`config.mk`:
```
export PLATFORM = sky130hd
export DESIGN_NAME = dds_update_reset_timing
export DESIGN_NICKNAME = d
export VERILOG_FILES = /design/src/logic/dds_timing_pkg.sv /design/src/logic/edge_sync.sv /design/src/logic/dds_update_reset_timing.sv
export SDC_FILE = /design/constraint.sdc
export NUM_CORES = 1
export LEC_CHECK = 0
export BUFFER_PORTS_ARGS = -buffer_cell sky130_fd_sc_hd__buf_2
export CAP_MARGIN = 25
export CORE_MARGIN = 1.5
export CORE_UTILIZATION = 35
export DETAILED_ROUTE_END_ITERATION = 10
export GPL_TIMING_DRIVEN = 0
export SLEW_MARGIN = 20
export SYNTH_ARGS = -nofsm -noshare
export SYNTH_HDL_FRONTEND = slang
export SYNTH_SLANG_ARGS = --single-unit
```
`constraint.sdc`:
```
create_clock -name core_clk -period 10.98 [get_ports core_clk]
set_clock_uncertainty 0.15 [all_clocks]
set_input_delay 0.549 -clock core_clk [delete_from_list [all_inputs] [get_ports core_clk]]
set_output_delay 0.549 -clock core_clk [all_outputs]
set_load 0.02 [all_outputs]
```
`src/logic/dds_timing_pkg.sv`:
```
package dds_timing_pkg;
  localparam int WORD_W           = 40;
  localparam int BYTE_W           = 8;
  localparam int BYTES_PER_WORD   = 5;
  localparam int FREQ_LAT_CYC     = 18;
  localparam int PHASE_LAT_CYC    = 13;
  localparam int RESET_MIN_CYC    = 5;
  localparam int RESET_RECOV_CYC  = 2;
  localparam int RESET_OUT_CYC    = 13;
  localparam int CLK_PERIOD_PS    = 8000;
  localparam int WAKE_US          = 5;
  localparam int WAKE_CYC         = (WAKE_US * 1000000 + CLK_PERIOD_PS - 1) / CLK_PERIOD_PS;
  localparam int REF_LOSS_CYC     = 64;
  localparam int CNT_W            = 16;
  localparam int FREQ_LSB         = 0;
  localparam int FREQ_W           = 32;
  localparam int CTRL_LSB         = 32;
  localparam int PHASE_LSB        = 35;
  localparam int PHASE_W          = 5;
  localparam int PDN_BIT          = 34;
  localparam int MULT_BIT         = 32;
  localparam logic [WORD_W-1:0] WORD_RST = 40'h00_0000_0000;
  typedef enum logic [1:0] {ST_RUN, ST_RESET, ST_RECOVER, ST_SLEEP} core_state_t;
endpackage

```
`src/logic/edge_sync.sv`:
```
`timescale 1ns/1ps
module edge_sync (
  input  wire logic core_clk,
  input  wire logic rst_n,
  input  wire logic async_in,
  output logic      level,
  output logic      rise
);
  logic meta_q;
  logic sync_q;
  logic last_q;

  // Only sync_q reads the first stage
  always_ff @(posedge core_clk or negedge rst_n) begin
    if (!rst_n) begin
      meta_q <= 1'b0;
      sync_q <= 1'b0;
      last_q <= 1'b0;
    end else begin
      meta_q <= async_in;
      sync_q <= meta_q;
      last_q <= sync_q;
    end
  end

  assign level = sync_q;
  assign rise  = sync_q & ~last_q;
endmodule

```
`src/logic/dds_update_reset_timing.sv`:
```
`timescale 1ns/1ps
// What the document requires
// RQ1 - Frequency changes 18 cycles, phase 13 cycles, after update strobe rises.
// RQ2 - Controller holds reset at least 5 system cycles to be accepted.
// RQ3 - After reset release, 2 recovery cycles pass before normal operation.
// RQ4 - Output shows reset condition 13 cycles after reset is applied. Code clears outputs 18 cycles after reset is applied.
// RQ5 - Leaving power-down, valid operation resumes after about 5 microseconds.
// RQ6 - Strobes and reset arrive asynchronously; acted on only with reference running.
// RQ7 - Missing reference clock forces power-down until the reference returns.
// RQ8 - Controller syncs fast back-to-back strobes to the reference clock.
// RQ9 - Each word-load rising edge shifts one byte into the 40-bit input register.
// RQ10 - Update rising edge moves the whole input register to the synthesis core.
// RQ11 - Controller updates only when the input register holds complete valid data.
// RQ12 - System clock is reference or multiplied reference; counts use it. Code counts reference rises only, even with MULT_BIT set.
// RQ13 - Controller waits out update latency before relying on new output.
module dds_update_reset_timing
  import dds_timing_pkg::*;
#(
  parameter int WAKE_CYCLES = WAKE_CYC,
  parameter int LOSS_CYCLES = REF_LOSS_CYC
) (
  input  wire logic                             core_clk,
  input  wire logic                             rst_n,
  input  wire logic                             reference_clock_in,
  input  wire logic                             word_load_strobe,
  input  wire logic                             frequency_update_strobe,
  input  wire logic                             dds_reset,
  input  wire logic [dds_timing_pkg::BYTE_W-1:0] data_in,
  output logic [dds_timing_pkg::FREQ_W-1:0]     freq_out,
  output logic [dds_timing_pkg::PHASE_W-1:0]    phase_out,
  output logic                                  mult_en_out,
  output logic                                  powered_down,
  output logic                                  ready
);
  import dds_timing_pkg::*;

  logic rst_m_q;
  logic rst_s_q;
  always_ff @(posedge core_clk or negedge rst_n) begin
    if (!rst_n) begin
      rst_m_q <= 1'b0;
      rst_s_q <= 1'b0;
    end else begin
      rst_m_q <= 1'b1;
      rst_s_q <= rst_m_q;
    end
  end

  // Reference clock and strobes all cross in through two flops
  // Edges matter for clock and strobes, only the level for reset
  logic ref_rise;
  logic wl_rise;
  logic up_rise;
  logic rs_lvl;
  edge_sync u_ref (.core_clk(core_clk), .rst_n(rst_s_q), .async_in(reference_clock_in),
                   .level(), .rise(ref_rise));
  edge_sync u_wl  (.core_clk(core_clk), .rst_n(rst_s_q), .async_in(word_load_strobe),
                   .level(), .rise(wl_rise));
  edge_sync u_up  (.core_clk(core_clk), .rst_n(rst_s_q), .async_in(frequency_update_strobe),
                   .level(), .rise(up_rise));
  edge_sync u_rs  (.core_clk(core_clk), .rst_n(rst_s_q), .async_in(dds_reset),
                   .level(rs_lvl), .rise());

  // Data sampled late enough to have settled behind its strobe
  logic [BYTE_W-1:0] d_m_q, d_s_q, d_l_q;
  always_ff @(posedge core_clk or negedge rst_s_q) begin
    if (!rst_s_q) begin
      d_m_q <= '0;
      d_s_q <= '0;
      d_l_q <= '0;
    end else begin
      d_m_q <= data_in;
      d_s_q <= d_m_q;
      d_l_q <= d_s_q;
    end
  end

  // Loss-of-reference watchdog in core cycles
  logic [CNT_W-1:0] loss_q;
  wire ref_lost = (loss_q >= CNT_W'(LOSS_CYCLES));
  always_ff @(posedge core_clk or negedge rst_s_q) begin
    if (!rst_s_q) loss_q <= '0;
    else if (ref_rise) loss_q <= '0;
    else if (!ref_lost) loss_q <= loss_q + 1'b1;
  end

  // System clock tick: one per reference rising edge
  wire sys_tick = ref_rise; // RQ12

  core_state_t state_q;
  logic [CNT_W-1:0] cnt_q;
  logic [WORD_W-1:0] in_reg_q, act_q;
  logic [CNT_W-1:0] rs_width_q;
  logic [CNT_W-1:0] rs_out_q;
  logic [CNT_W-1:0] freq_cnt_q, phase_cnt_q;
  logic freq_pend_q, phase_pend_q;

  wire running   = (state_q == ST_RUN);
  wire rst_taken = rs_lvl && sys_tick && (rs_width_q == CNT_W'(RESET_MIN_CYC - 1)); // RQ2
  wire rst_fall  = !rs_lvl && (state_q == ST_RESET);

  always_ff @(posedge core_clk or negedge rst_s_q) begin
    if (!rst_s_q) rs_width_q <= '0;
    else if (!rs_lvl) rs_width_q <= '0;
    else if (sys_tick && rs_width_q != CNT_W'(RESET_MIN_CYC)) rs_width_q <= rs_width_q + 1'b1;
  end

  always_ff @(posedge core_clk or negedge rst_s_q) begin
    if (!rst_s_q) begin
      state_q <= ST_SLEEP;
      cnt_q   <= '0;
    end else if (ref_lost) begin
      state_q <= ST_SLEEP; // RQ7
      cnt_q   <= '0;
    end else begin
      case (state_q)
        ST_SLEEP: begin
          cnt_q <= cnt_q + 1'b1;
          if (cnt_q >= CNT_W'(WAKE_CYCLES - 1)) state_q <= ST_RUN; // RQ5
        end
        ST_RUN: if (rst_taken) state_q <= ST_RESET;
        ST_RESET: if (rst_fall) begin
          state_q <= ST_RECOVER;
          cnt_q   <= '0;
        end
        ST_RECOVER: if (sys_tick) begin
          cnt_q <= cnt_q + 1'b1;
          if (cnt_q == CNT_W'(RESET_RECOV_CYC - 1)) state_q <= ST_RUN; // RQ3
        end
        default: state_q <= ST_SLEEP;
      endcase
    end
  end

  // Byte loads, ignored unless the core is up
  always_ff @(posedge core_clk or negedge rst_s_q) begin
    if (!rst_s_q) in_reg_q <= WORD_RST;
    else if (state_q == ST_RESET) in_reg_q <= WORD_RST;
    else if (wl_rise && running) in_reg_q <= {d_l_q, in_reg_q[WORD_W-1:BYTE_W]}; // RQ9 RQ6
  end

  always_ff @(posedge core_clk or negedge rst_s_q) begin
    if (!rst_s_q) act_q <= WORD_RST;
    else if (up_rise && running) act_q <= in_reg_q; // RQ10 RQ6
  end

  // Latency pipes count system clock ticks, new update restarts them
  always_ff @(posedge core_clk or negedge rst_s_q) begin
    if (!rst_s_q) begin
      freq_pend_q  <= 1'b0;
      phase_pend_q <= 1'b0;
      freq_cnt_q   <= '0;
      phase_cnt_q  <= '0;
    end else if (up_rise && running) begin
      freq_pend_q  <= 1'b1;
      phase_pend_q <= 1'b1;
      freq_cnt_q   <= '0;
      phase_cnt_q  <= '0;
    end else if (sys_tick) begin
      if (freq_pend_q) freq_cnt_q <= freq_cnt_q + 1'b1;
      if (phase_pend_q) phase_cnt_q <= phase_cnt_q + 1'b1;
      if (freq_cnt_q == CNT_W'(FREQ_LAT_CYC - 1)) freq_pend_q <= 1'b0;
      if (phase_cnt_q == CNT_W'(PHASE_LAT_CYC - 1)) phase_pend_q <= 1'b0;
    end
  end

  wire freq_apply  = sys_tick && freq_pend_q && freq_cnt_q == CNT_W'(FREQ_LAT_CYC - 1);
  wire phase_apply = sys_tick && phase_pend_q && phase_cnt_q == CNT_W'(PHASE_LAT_CYC - 1);

  // Reset output latency counter
  always_ff @(posedge core_clk or negedge rst_s_q) begin
    if (!rst_s_q) rs_out_q <= '0;
    else if (state_q != ST_RESET) rs_out_q <= '0;
    else if (sys_tick && rs_out_q != CNT_W'(RESET_OUT_CYC)) rs_out_q <= rs_out_q + 1'b1;
  end
  wire rst_show = sys_tick && (state_q == ST_RESET) && rs_out_q == CNT_W'(RESET_OUT_CYC - 1);

  always_ff @(posedge core_clk or negedge rst_s_q) begin
    if (!rst_s_q) begin
      freq_out    <= '0;
      phase_out   <= '0;
      mult_en_out <= 1'b0;
    end else if (rst_show || state_q == ST_SLEEP) begin
      freq_out    <= '0; // RQ4
      phase_out   <= '0;
      mult_en_out <= 1'b0;
    end else begin
      if (freq_apply) begin
        freq_out    <= act_q[FREQ_LSB +: FREQ_W]; // RQ1
        mult_en_out <= act_q[MULT_BIT];
      end
      if (phase_apply) phase_out <= act_q[PHASE_LSB +: PHASE_W]; // RQ1
    end
  end

  always_ff @(posedge core_clk or negedge rst_s_q) begin
    if (!rst_s_q) begin
      powered_down <= 1'b1;
      ready        <= 1'b0;
    end else begin
      powered_down <= (state_q == ST_SLEEP) || ref_lost; // RQ7
      ready        <= running && !ref_lost; // RQ3
    end
  end

  // Assertions
  logic [CNT_W-1:0] tick_since_up_q;
  always_ff @(posedge core_clk or negedge rst_s_q) begin
    if (!rst_s_q) tick_since_up_q <= '0;
    else if (up_rise && running) tick_since_up_q <= '0;
    else if (sys_tick && tick_since_up_q != '1) tick_since_up_q <= tick_since_up_q + 1'b1;
  end
endmodule

```
==> results of run 1 <==
[flip-flops by register name (all words and copies together), names as in the netlist, 16 cells and up]
| signal | count |
|---|---|
| rs_width_q | 16 |
| loss_q | 16 |
| act_q | 38 |
| cnt_q | 16 |
| rs_out_q | 16 |
| in_reg_q | 40 |
| phase_cnt_q | 16 |
| freq_out | 32 |
| freq_cnt_q | 16 |
[worst max-delay path, delay by kind of cell, from the launching register on]
kind                   cells  cell delay (ns)
flip-flops                 1             0.56
AND/OR/NAND/NOR            2             0.46
AO/OA/AOI/OAI              1             0.17
buffers and inverters      3             1.41
[stage by stage]
stage | power [W] | cell area [um2] | setup WS [ns] | instances | hold slack [ns]
floorplan | 0.00115 | 10700 | 3.20 | 1044 | 0.103
global placement | 0.00119 | 11400 | 0.229 | 1487 | 0.182
detailed placement | 0.00120 | 11600 | 8.15 | 1493 | 0.185
CTS | 0.00207 | 12500 | 8.14 | 1553 | 0.149
global route | 0.00214 | 12500 | 7.91 | 1553 | 0.163
finish | 0.00204 | 12500 | 8.13 | 1553 | 0.175
[area by class of cell]
type,instances,share of cell area (%)
plain buffers,47,1.53
clock buffers,45,6.41
clock inverters,2,0.200
inverters,14,0.420
multi-input cells,728,32.3
flip-flops and latches,255,51.0
well taps,390,3.90
repair buffers,72,4.26
[per-layer routing]
layer | global-route usage, % | wire (um) | vias up
li1 | - | - | 3702
met1 | 20.7 | 11000 | 3595
met2 | 22.2 | 9700 | 97
met3 | 2.21 | 738 | 27
met4 | 3.96 | 410 | 0
met5 | 0 | 0 | -
[synth_stat cells, types with 4 or more instances]
library cell,count
dfrtp_1,252
nand2_1,233
nor2_1,122
o21ai_0,53
xor2_1,41
mux2i_1,39
nand3_1,38
clkbuf_1,37
nand4_1,26
xnor2_1,25
a21oi_1,20
ha_1,15
nor3_1,14
inv_1,13
and2_1,11
and3_1,11
nor4_1,11
and4_1,9
or3_1,8
nor4b_1,7
a31oi_1,6
nor3b_1,5
buf_1,4
[kinds of logic (layout without fill, tap and decap cells)]
group / Yosys count / after routing / share of synthesized area (%)
and+or+nand+nor: 511 / 511 / 21.7
DFF: 255 / 255 / 59.9
AOI/OAI and AO/OA: 96 / 96 / 5.20
adders and majority gates: 15 / 15 / 1.76
xor gates and xnor gates: 66 / 66 / 5.42
muxes: 39 / 39 / 3.66
buffers and inverters: 61 / 180 / 2.29
other: 1 / 1 / 0.0352
[where the power goes]
group          total [W]  internal (W)  switching, W
Combinational   0.000124     0.0000489     0.0000746
Sequential       0.00106       0.00101     0.0000549
Clock           0.000855      0.000496      0.000359
Total            0.00204       0.00155      0.000488
[cells in the final DEF (no fill, tap or decap), types with 4 or more instances in the layout]
cell type      synthesis  routed
xor2_1                41      41
nor4b_1                7       5
buf_1                  4       4
mux2i_1               39      39
buf_2                  3      56
ha_1                  15      15
inv_1                 13      13
nor2_1               122     122
and2_1                11      11
dlygate4sd3_1          0      13
nor3b_1                5       5
clkbuf_1              37      49
nand3_1               38      38
buf_16                 0       4
or3_1                  8       8
nand2_1              233     233
a31oi_1                6       6
nand4_1               26      26
nor3_1                14      14
and4_1                 9       9
xnor2_1               25      25
a21oi_1               20      20
nor4_1                11      11
dfrtp_1              252     251
buf_4                  3       4
and3_1                11      11
clkbuf_8               0       6
clkbuf_16              0      27
o21ai_0               53      53
[repair_timing]
action / in CTS / in global routing
hold buffers: 13 / 0
endpoints found under the setup margin: 0 / 0
resized for setup: 0 / 0
setup buffers: 0 / 0
hold endpoints to repair: 14 / 0
[path summary, 6_finish.rpt]
check                           slack, ns            to  depth (start not counted)        from
worst max-delay path                 8.13  in_reg_q[30]                          6  state_q[1]
worst min-delay path                 0.17       rst_s_q                          2       rst_n
worst max register to register       8.13  in_reg_q[30]                          6  state_q[1]
worst min register to register       0.18  freq_out[27]                          0     rst_s_q
max in group asynchronous            9.53  powered_down                          2     rst_s_q
min in group core_clk                0.19      d_l_q[4]                          0    d_s_q[4]
==> impl_metrics.sql, run 1 <==
INSERT INTO impl_metrics (metric_group, metric, value, unit) VALUES
('status', 'status', 'finished, final reports clean', ''),
('critical_path', 'critical_path.cell_chain', 'clkbuf_1, nand2b_1, clkbuf_1, clkbuf_1, nand2_1, o21ai_0', ''),
('finish', 'post_route_cells_drive_above_1_share', '9.54', '%'),
('finish', 'fill_cell_total_of_the_finished_layout', '2916', ''),
('clock_network', 'cts_max_path_buffers', '3', ''),
('critical_path', 'worstSetupPathType', 'flip-flop to flip-flop', ''),
('timing', 'maxSlewViolCount', '0', ''),
('clock_network', 'clock-root-buffer', 'clkbuf_16', ''),
('synth', 'synth-async-reset-ratio', '100', '%'),
('drt', 'vias', '7421', ''),
('global_routing', 'grt_use_total', '14.3', '%'),
('worst_hold_path', 'min_path_type', 'input pin to asynchronous set/reset pin', ''),
('global_routing', 'grt_pass1_vias', '7277', ''),
('drt', 'avgRoutedWirePerCell', '14.0', 'um'),
('place', 'hpwl', '14900', 'um'),
('synth', 'netlist-cell-type-count', '46', ''),
('timing', 'timing.setup.tns', '0', 'ns'),
('die', 'rows', '63', ''),
('drt', 'detail-route-antenna-nets', '0', ''),
('critical_path', 'slowest_stage', 'clkbuf_1', ''),
('die', 'die_area', '31500', 'um2'),
('critical_path', 'path_common_cell', 'clkbuf_1', ''),
('synth', 'yosys-top-cells-area', 'dfrtp_1 (59%), nand2_1 (8.2%), nor2_1 (4.3%), mux2i_1 (3.7%), xor2_1 (3.4%)', ''),
('drt', 'drt_iter0_markers', '371', ''),
('synth', 'synth_top_flop_cell', 'dfrtp_1', ''),
('timing', 'tightest_slew', '0.952', 'ns'),
('clock_network', 'insertion_delay', '0.54', 'ns'),
('timing', 'hold_viol_final', '0', ''),
('synth', 'postSynthRegisterBits', '255', ''),
('finish', 'synthToLayoutAreaGrowth', '17.5', '%'),
('critical_path', 'cp-end-kind', 'flip-flop', ''),
('critical_path', 'start_kind', 'flip-flop', ''),
('clock_network', 'tritoncts_clock_tree', 'yes', ''),
('synth', 'synth-edff-count', '0', ''),
('synth', 'synthesis.area_per_instance', '10.2', 'um2'),
('pwr', 'vdd_ir_drop_max', '0.000128', 'V'),
('drt', 'routed_wirelength', '21800', 'um'),
('die', 'die_height', '178', 'um'),
('timing', 'setup_viol_count_final', '0', ''),
('synth', 'synth-warning-count', '0', ''),
('drt', 'vias_per_cell', '4.78', ''),
('synth', 'syn-instance-count', '1044', ''),
('critical_path', 'path_max_fanout', '10', ''),
('die', 'initial_core_util', '35.8', '%'),
('place', 'io_buffer_count', '53', ''),
('clock_network', 'register_clock_pin_slew_on_the_reported_worst_setup_and_hold_paths', '0.06', 'ns'),
('finish', 'multiInputGateArea', '4040', 'um2'),
('timing', 'rsz0062_at_grt', 'no', ''),
('finish', 'number_of_nets_in_the_finished_design', '1174', ''),
('die', 'core_area', '29800', 'um2'),
('synth', 'synth_largest_area_cell', 'dfrtp_1', ''),
('finish', 'fin_util', '42.0', '%'),
('synth', 'synthesis.area', '10700', 'um2'),
('timing', 'timing.fmax', '351', 'MHz'),
('global_routing', 'globalRouteOverflowTotal', '0', ''),
('die', 'boundaryPins', '54', ''),
('global_routing', 'grt_antenna_before_repair', '0', ''),
('timing', 'period_minus_slack', '2.85', 'ns'),
('pwr', 'cellLeakagePower', '5.76', 'nW'),
('critical_path', 'cp_data_arrival_time', '3.15', 'ns'),
('critical_path', 'cpPeakStageDelay', '0.60', 'ns'),
('global_routing', 'grt_pass1_wl', '36900', 'um'),
('timing', 'max_slew_headroom', '36.3', '%'),
('place', 'gp_routability_congestion', '0.787', ''),
('synth', 'synth_top_area_share', '59.2', '%'),
('pwr', 'power.density_cell_area', '163', 'nW/um2'),
('drt', 'drt_drc_violations_left', '0', ''),
('synth', 'seq_area_frac_synth', '59.9', '%'),
('finish', 'layout.area.seq', '6390', 'um2'),
('drt', 'firstDrtPassIters', '5', ''),
('timing', 'timing.final.crit_share', '25.9', '%'),
('run', 'max-cap-violations', '0', ''),
('global_routing', 'grt_max_degree', '54', ''),
('die', 'floorplan.die.width', '178', 'um'),
('finish', 'diodes', '0', ''),
('synth', 'synth.net_count', '1073', ''),
('clock_network', 'cts_inserted_buffers', '27', ''),
('clock_network', 'htree_levels', '1', ''),
('clock_network', 'cts_sinks', '255', ''),
('critical_path', 'required', '11.28', 'ns');
Power figures use the tool's default switching activity.
==> inputs of run 2 (changes only) <==
--- a/config.mk
+++ b/config.mk
@@ -5,6 +5,7 @@
 export SDC_FILE = /design/constraint.sdc
 export NUM_CORES = 1
 export LEC_CHECK = 0
+export ABC_AREA = 1
 export BUFFER_PORTS_ARGS = -buffer_cell sky130_fd_sc_hd__buf_2
 export CAP_MARGIN = 25
 export CORE_MARGIN = 1.5
==> constraint.sdc (replaced) <==
create_clock -name core_clk -period 2.8 [get_ports core_clk]
set_clock_uncertainty 0.15 [all_clocks]
set_input_delay 0.14 -clock core_clk [delete_from_list [all_inputs] [get_ports core_clk]]
set_output_delay 0.14 -clock core_clk [all_outputs]
set_load 0.02 [all_outputs]
==> run 2 against run 1 <==
  * Combinational power rose to 14 times the previous value
  * Non-clock buffer count is 2 higher
  * Sequential power rose to 4.2 times the previous value
==> impl_metrics.sql, run 2 <==
INSERT INTO impl_metrics (metric_group, metric, value, unit) VALUES
('clock_network', 'clock-root-buffer', 'clkbuf_16', ''),
('critical_path', 'worstSetupPathType', 'flip-flop to flip-flop', ''),
('pwr', 'power.density_cell_area', '771', 'nW/um2'),
('critical_path', 'cp-end-kind', 'flip-flop', ''),
('synth', 'postSynthRegisterBits', '255', ''),
('finish', 'final_cell_count_no_fill', '1790', ''),
('finish', 'registers.top_by_ff_count', 'in_reg_q', ''),
('synth', 'yosys-top-cells-area', 'dfrtp_1 (56%), nand2_1 (7.8%), inv_1 (4.8%), o21ai_0 (4.1%), nor2_1 (3.7%)', ''),
('clock_network', 'cts_inserted_buffers', '29', ''),
('finish', 'diodes', '0', ''),
('pwr', 'sequentialPowerShare', '43.0', '%'),
('synth', 'synth_top_flop_cell', 'dfrtp_1', ''),
('finish', 'number_of_flip_flops_under_the_largest_register_name', '40', ''),
('timing', 'tightest_slew', '0.630', 'ns'),
('worst_hold_path', 'min_path_type', 'input pin to flip-flop', ''),
('synth', 'synth-warning-count', '0', ''),
('drt', 'detail-route-antenna-nets', '0', ''),
('place', 'gp_routability_congestion', '0.871', ''),
('synth', 'synth.net_count', '1291', ''),
('pwr', 'switching_power', '0.00309', 'W'),
('die', 'boundaryPins', '54', ''),
('critical_path', 'path_common_cell', 'buf_2', ''),
('die', 'die_area', '33300', 'um2'),
('synth', 'seq_area_frac_synth', '56.6', '%'),
('drt', 'met1_length', '12200', 'um'),
('finish', 'fill_cell_total_of_the_finished_layout', '3085', ''),
('timing', 'rsz0062_at_grt', 'no', ''),
('finish', 'layout.cells.most_common', 'dfrtp_1', ''),
('timing', 'timing.fmax', '467', 'MHz'),
('drt', 'met2_length', '11700', 'um'),
('critical_path', 'critical_path.cell_chain', 'nand2_4, inv_2, nand4_1, nand2_1, buf_2, buf_2, a21oi_1', ''),
('synth', 'synthesis.area', '11300', 'um2'),
('clock_network', 'postCtsResizedCells', '0', ''),
('drt', 'drt_iter0_markers', '555', ''),
('timing', 'period_minus_slack', '2.14', 'ns'),
('finish', 'multiInputGateArea', '4040', 'um2'),
('pwr', 'p_int', '0.00724', 'W'),
('finish', 'synthToLayoutAreaGrowth', '18.6', '%'),
('timing', 'setup_viol_count_final', '0', ''),
('global_routing', 'grt_antenna_before_repair', '0', ''),
('critical_path', 'path_max_fanout', '10', ''),
('pwr', 'pwr-share-clk', '39.6', '%'),
('synth', 'synth-async-reset-ratio', '100', '%'),
('drt', 'vias', '8816', ''),
('synth', 'netlist-cell-type-count', '44', ''),
('finish', 'layout.cells.most_common_list', 'dfrtp_1 (251), nand2_1 (235), inv_1 (143)', ''),
('timing', 'final.hold.worst_slack', '0.0629', 'ns'),
('drt', 'top_signal_layer_used', 'met4', ''),
('drt', 'avgRoutedWirePerCell', '14.2', 'um'),
('finish', 'layout.area.seq', '6390', 'um2'),
('timing', 'hold_viol_final', '0', ''),
('pwr', 'switching_share', '29.9', '%'),
('die', 'initial_core_util', '35.7', '%'),
('die', 'rows', '65', ''),
('place', 'io_buffer_count', '53', ''),
('synth', 'synth-edff-count', '0', ''),
('timing', 'max_slew_headroom', '57.7', '%'),
('finish', 'number_of_nets_in_the_finished_design', '1394', ''),
('critical_path', 'path_delay_family', 'buffers and inverters', ''),
('timing', 'maxSlewViolCount', '0', ''),
('clock_network', 'htree_levels', '1', ''),
('drt', 'firstDrtPassIters', '5', ''),
('synth', 'synth_largest_area_cell', 'dfrtp_1', ''),
('critical_path', 'slowest_stage', 'dfstp_2', ''),
('finish', 'post_route_cells_drive_above_1_share', '13.0', '%'),
('run', 'max-cap-violations', '0', ''),
('synth', 'syn-instance-count', '1262', ''),
('pwr', 'comb_power_share', '17.3', '%'),
('global_routing', 'grt_max_degree', '56', ''),
('global_routing', 'grt_pass1_vias', '8497', ''),
('synth', 'yosys-top-cells-count', 'dfrtp_1 (252), nand2_1 (235), inv_1 (143)', ''),
('synth', 'synth_most_common_cell', 'dfrtp_1', ''),
('pwr', 'vdd_ir_drop_max', '0.000596', 'V'),
('drt', 'drt_drc_violations_left', '0', ''),
('die', 'floorplan.die.width', '183', 'um'),
('timing', 'timing.final.crit_share', '76.5', '%'),
('global_routing', 'grt_use_total', '15.6', '%'),
('finish', 'reg.largest.list', 'in_reg_q (40), act_q (38), freq_out (32)', ''),
('die', 'core_area', '31600', 'um2'),
('clock_network', 'cts_sinks', '255', ''),
('critical_path', 'required', '3.09', 'ns'),
('clock_network', 'cts_max_path_buffers', '3', ''),
('drt', 'vias_per_cell', '4.93', ''),
('place', 'hpwl', '17900', 'um'),
('synth', 'synthesis.area_per_instance', '8.94', 'um2'),
('global_routing', 'globalRouteOverflowTotal', '0', ''),
('place', 'placedCellCount', '1722', ''),
('pwr', 'cellLeakagePower', '6.24', 'nW'),
('critical_path', 'start_kind', 'flip-flop', ''),
('synth', 'synth_top_area_share', '55.9', '%'),
('critical_path', 'cpPeakStageDelay', '0.60', 'ns'),
('critical_path', 'critical_path.n_buffers_inverters', '3', ''),
('drt', 'wl_met3', '1110', 'um'),
('global_routing', 'grt_pass1_wl', '43000', 'um'),
('die', 'die_height', '183', 'um'),
('status', 'status', 'finished, final reports clean', ''),
('clock_network', 'insertion_delay', '0.56', 'ns'),
('critical_path', 'cp_data_arrival_time', '2.43', 'ns'),
('clock_network', 'register_clock_pin_slew_on_the_reported_worst_setup_and_hold_paths', '0.06', 'ns'),
('clock_network', 'tritoncts_clock_tree', 'yes', ''),
('drt', 'routed_wirelength', '25400', 'um');
## run 2: cell count changes after synthesis, sizes merged, moves of 23 or more
| cell | change |
|---|---|
| inv | +141 |
| a21oi | +57 |
| o21ai | +46 |
| nand3 | +45 |
| mux2i | -39 |
| nand4 | +36 |
| o22ai | +32 |
| xor2 | -25 |
| xnor2 | -24 |
| buf | +23 |
| nor3 | +23 |
## run 2: power groups by stage
stage	logic, W	registers [W]	clock network [W]
floorplan	0.00121	0.00448	0
global placement	0.00167	0.00455	0
detailed placement	0.00178	0.00450	0
CTS	0.00181	0.00444	0.00420
global route	0.00204	0.00449	0.00436
finish	0.00179	0.00444	0.00409
## run 2: through the flow
step / setup slack (ns) / utilization, % / setup TNS [ns] / instance area [um2] / total power (W)
final: 0.657 / 42.3 / 0 / 13400 / 0.0103
after global routing: 0.493 / 42.3 / 0 / 13400 / 0.0109
after CTS: 0.610 / 42.3 / 0 / 13400 / 0.0104
after detailed placement: 0.621 / 38.5 / 0 / 12200 / 0.00628
after global placement: -0.946 / 38.1 / -230.72 / 12100 / 0.00622
after floorplan: 0.0911 / - / 0 / 11300 / 0.00569
## run 2: kinds of logic after synthesis
| family | after synthesis | synth area share (%) |
|---|---|---|
| compound gates | 220 | 10.6 |
| xor+xnor | 17 | 1.32 |
| fa+ha+maj | 15 | 1.66 |
| buf+inv | 203 | 7.66 |
| flops | 255 | 56.6 |
| other cells | 1 | 0.0332 |
| simple gates | 551 | 22.1 |
## run 2: timing repair
item                      CTS  global route
hold buffers               14             0
hold endpoints to repair   14             0
setup buffers               0             0
## run 2: area by class of cell
type	count	area share, %
Buffer	49	2.14
Timing Repair Buffer	72	4.00
Multi-Input combinational cell	804	30.2
Sequential cell	255	47.7
Tap cell	402	3.76
Clock inverter	16	1.76
Clock buffer	38	6.12
Inverter	154	4.32
## run 2: final timing paths
check,from,slack [ns],to,cells past startpoint
worst max-delay path,state_q[0],0.66,freq_out[30],7
worst min-delay path,data_in[0],0.06,d_m_q[0],2
worst max register to register,state_q[0],0.66,freq_out[30],7
worst min register to register,rst_s_q,0.09,d_s_q[3],0
max in group asynchronous,rst_s_q,1.24,act_q[3],3
min in group asynchronous,rst_s_q,0.09,d_s_q[3],0
## run 2: metal layers
metal | vias to the layer above | track usage (%)
li1 | 4387 | -
met1 | 4226 | 22.0
met2 | 170 | 25.3
met3 | 33 | 2.20
met4 | 0 | 4.00
met5 | - | 0
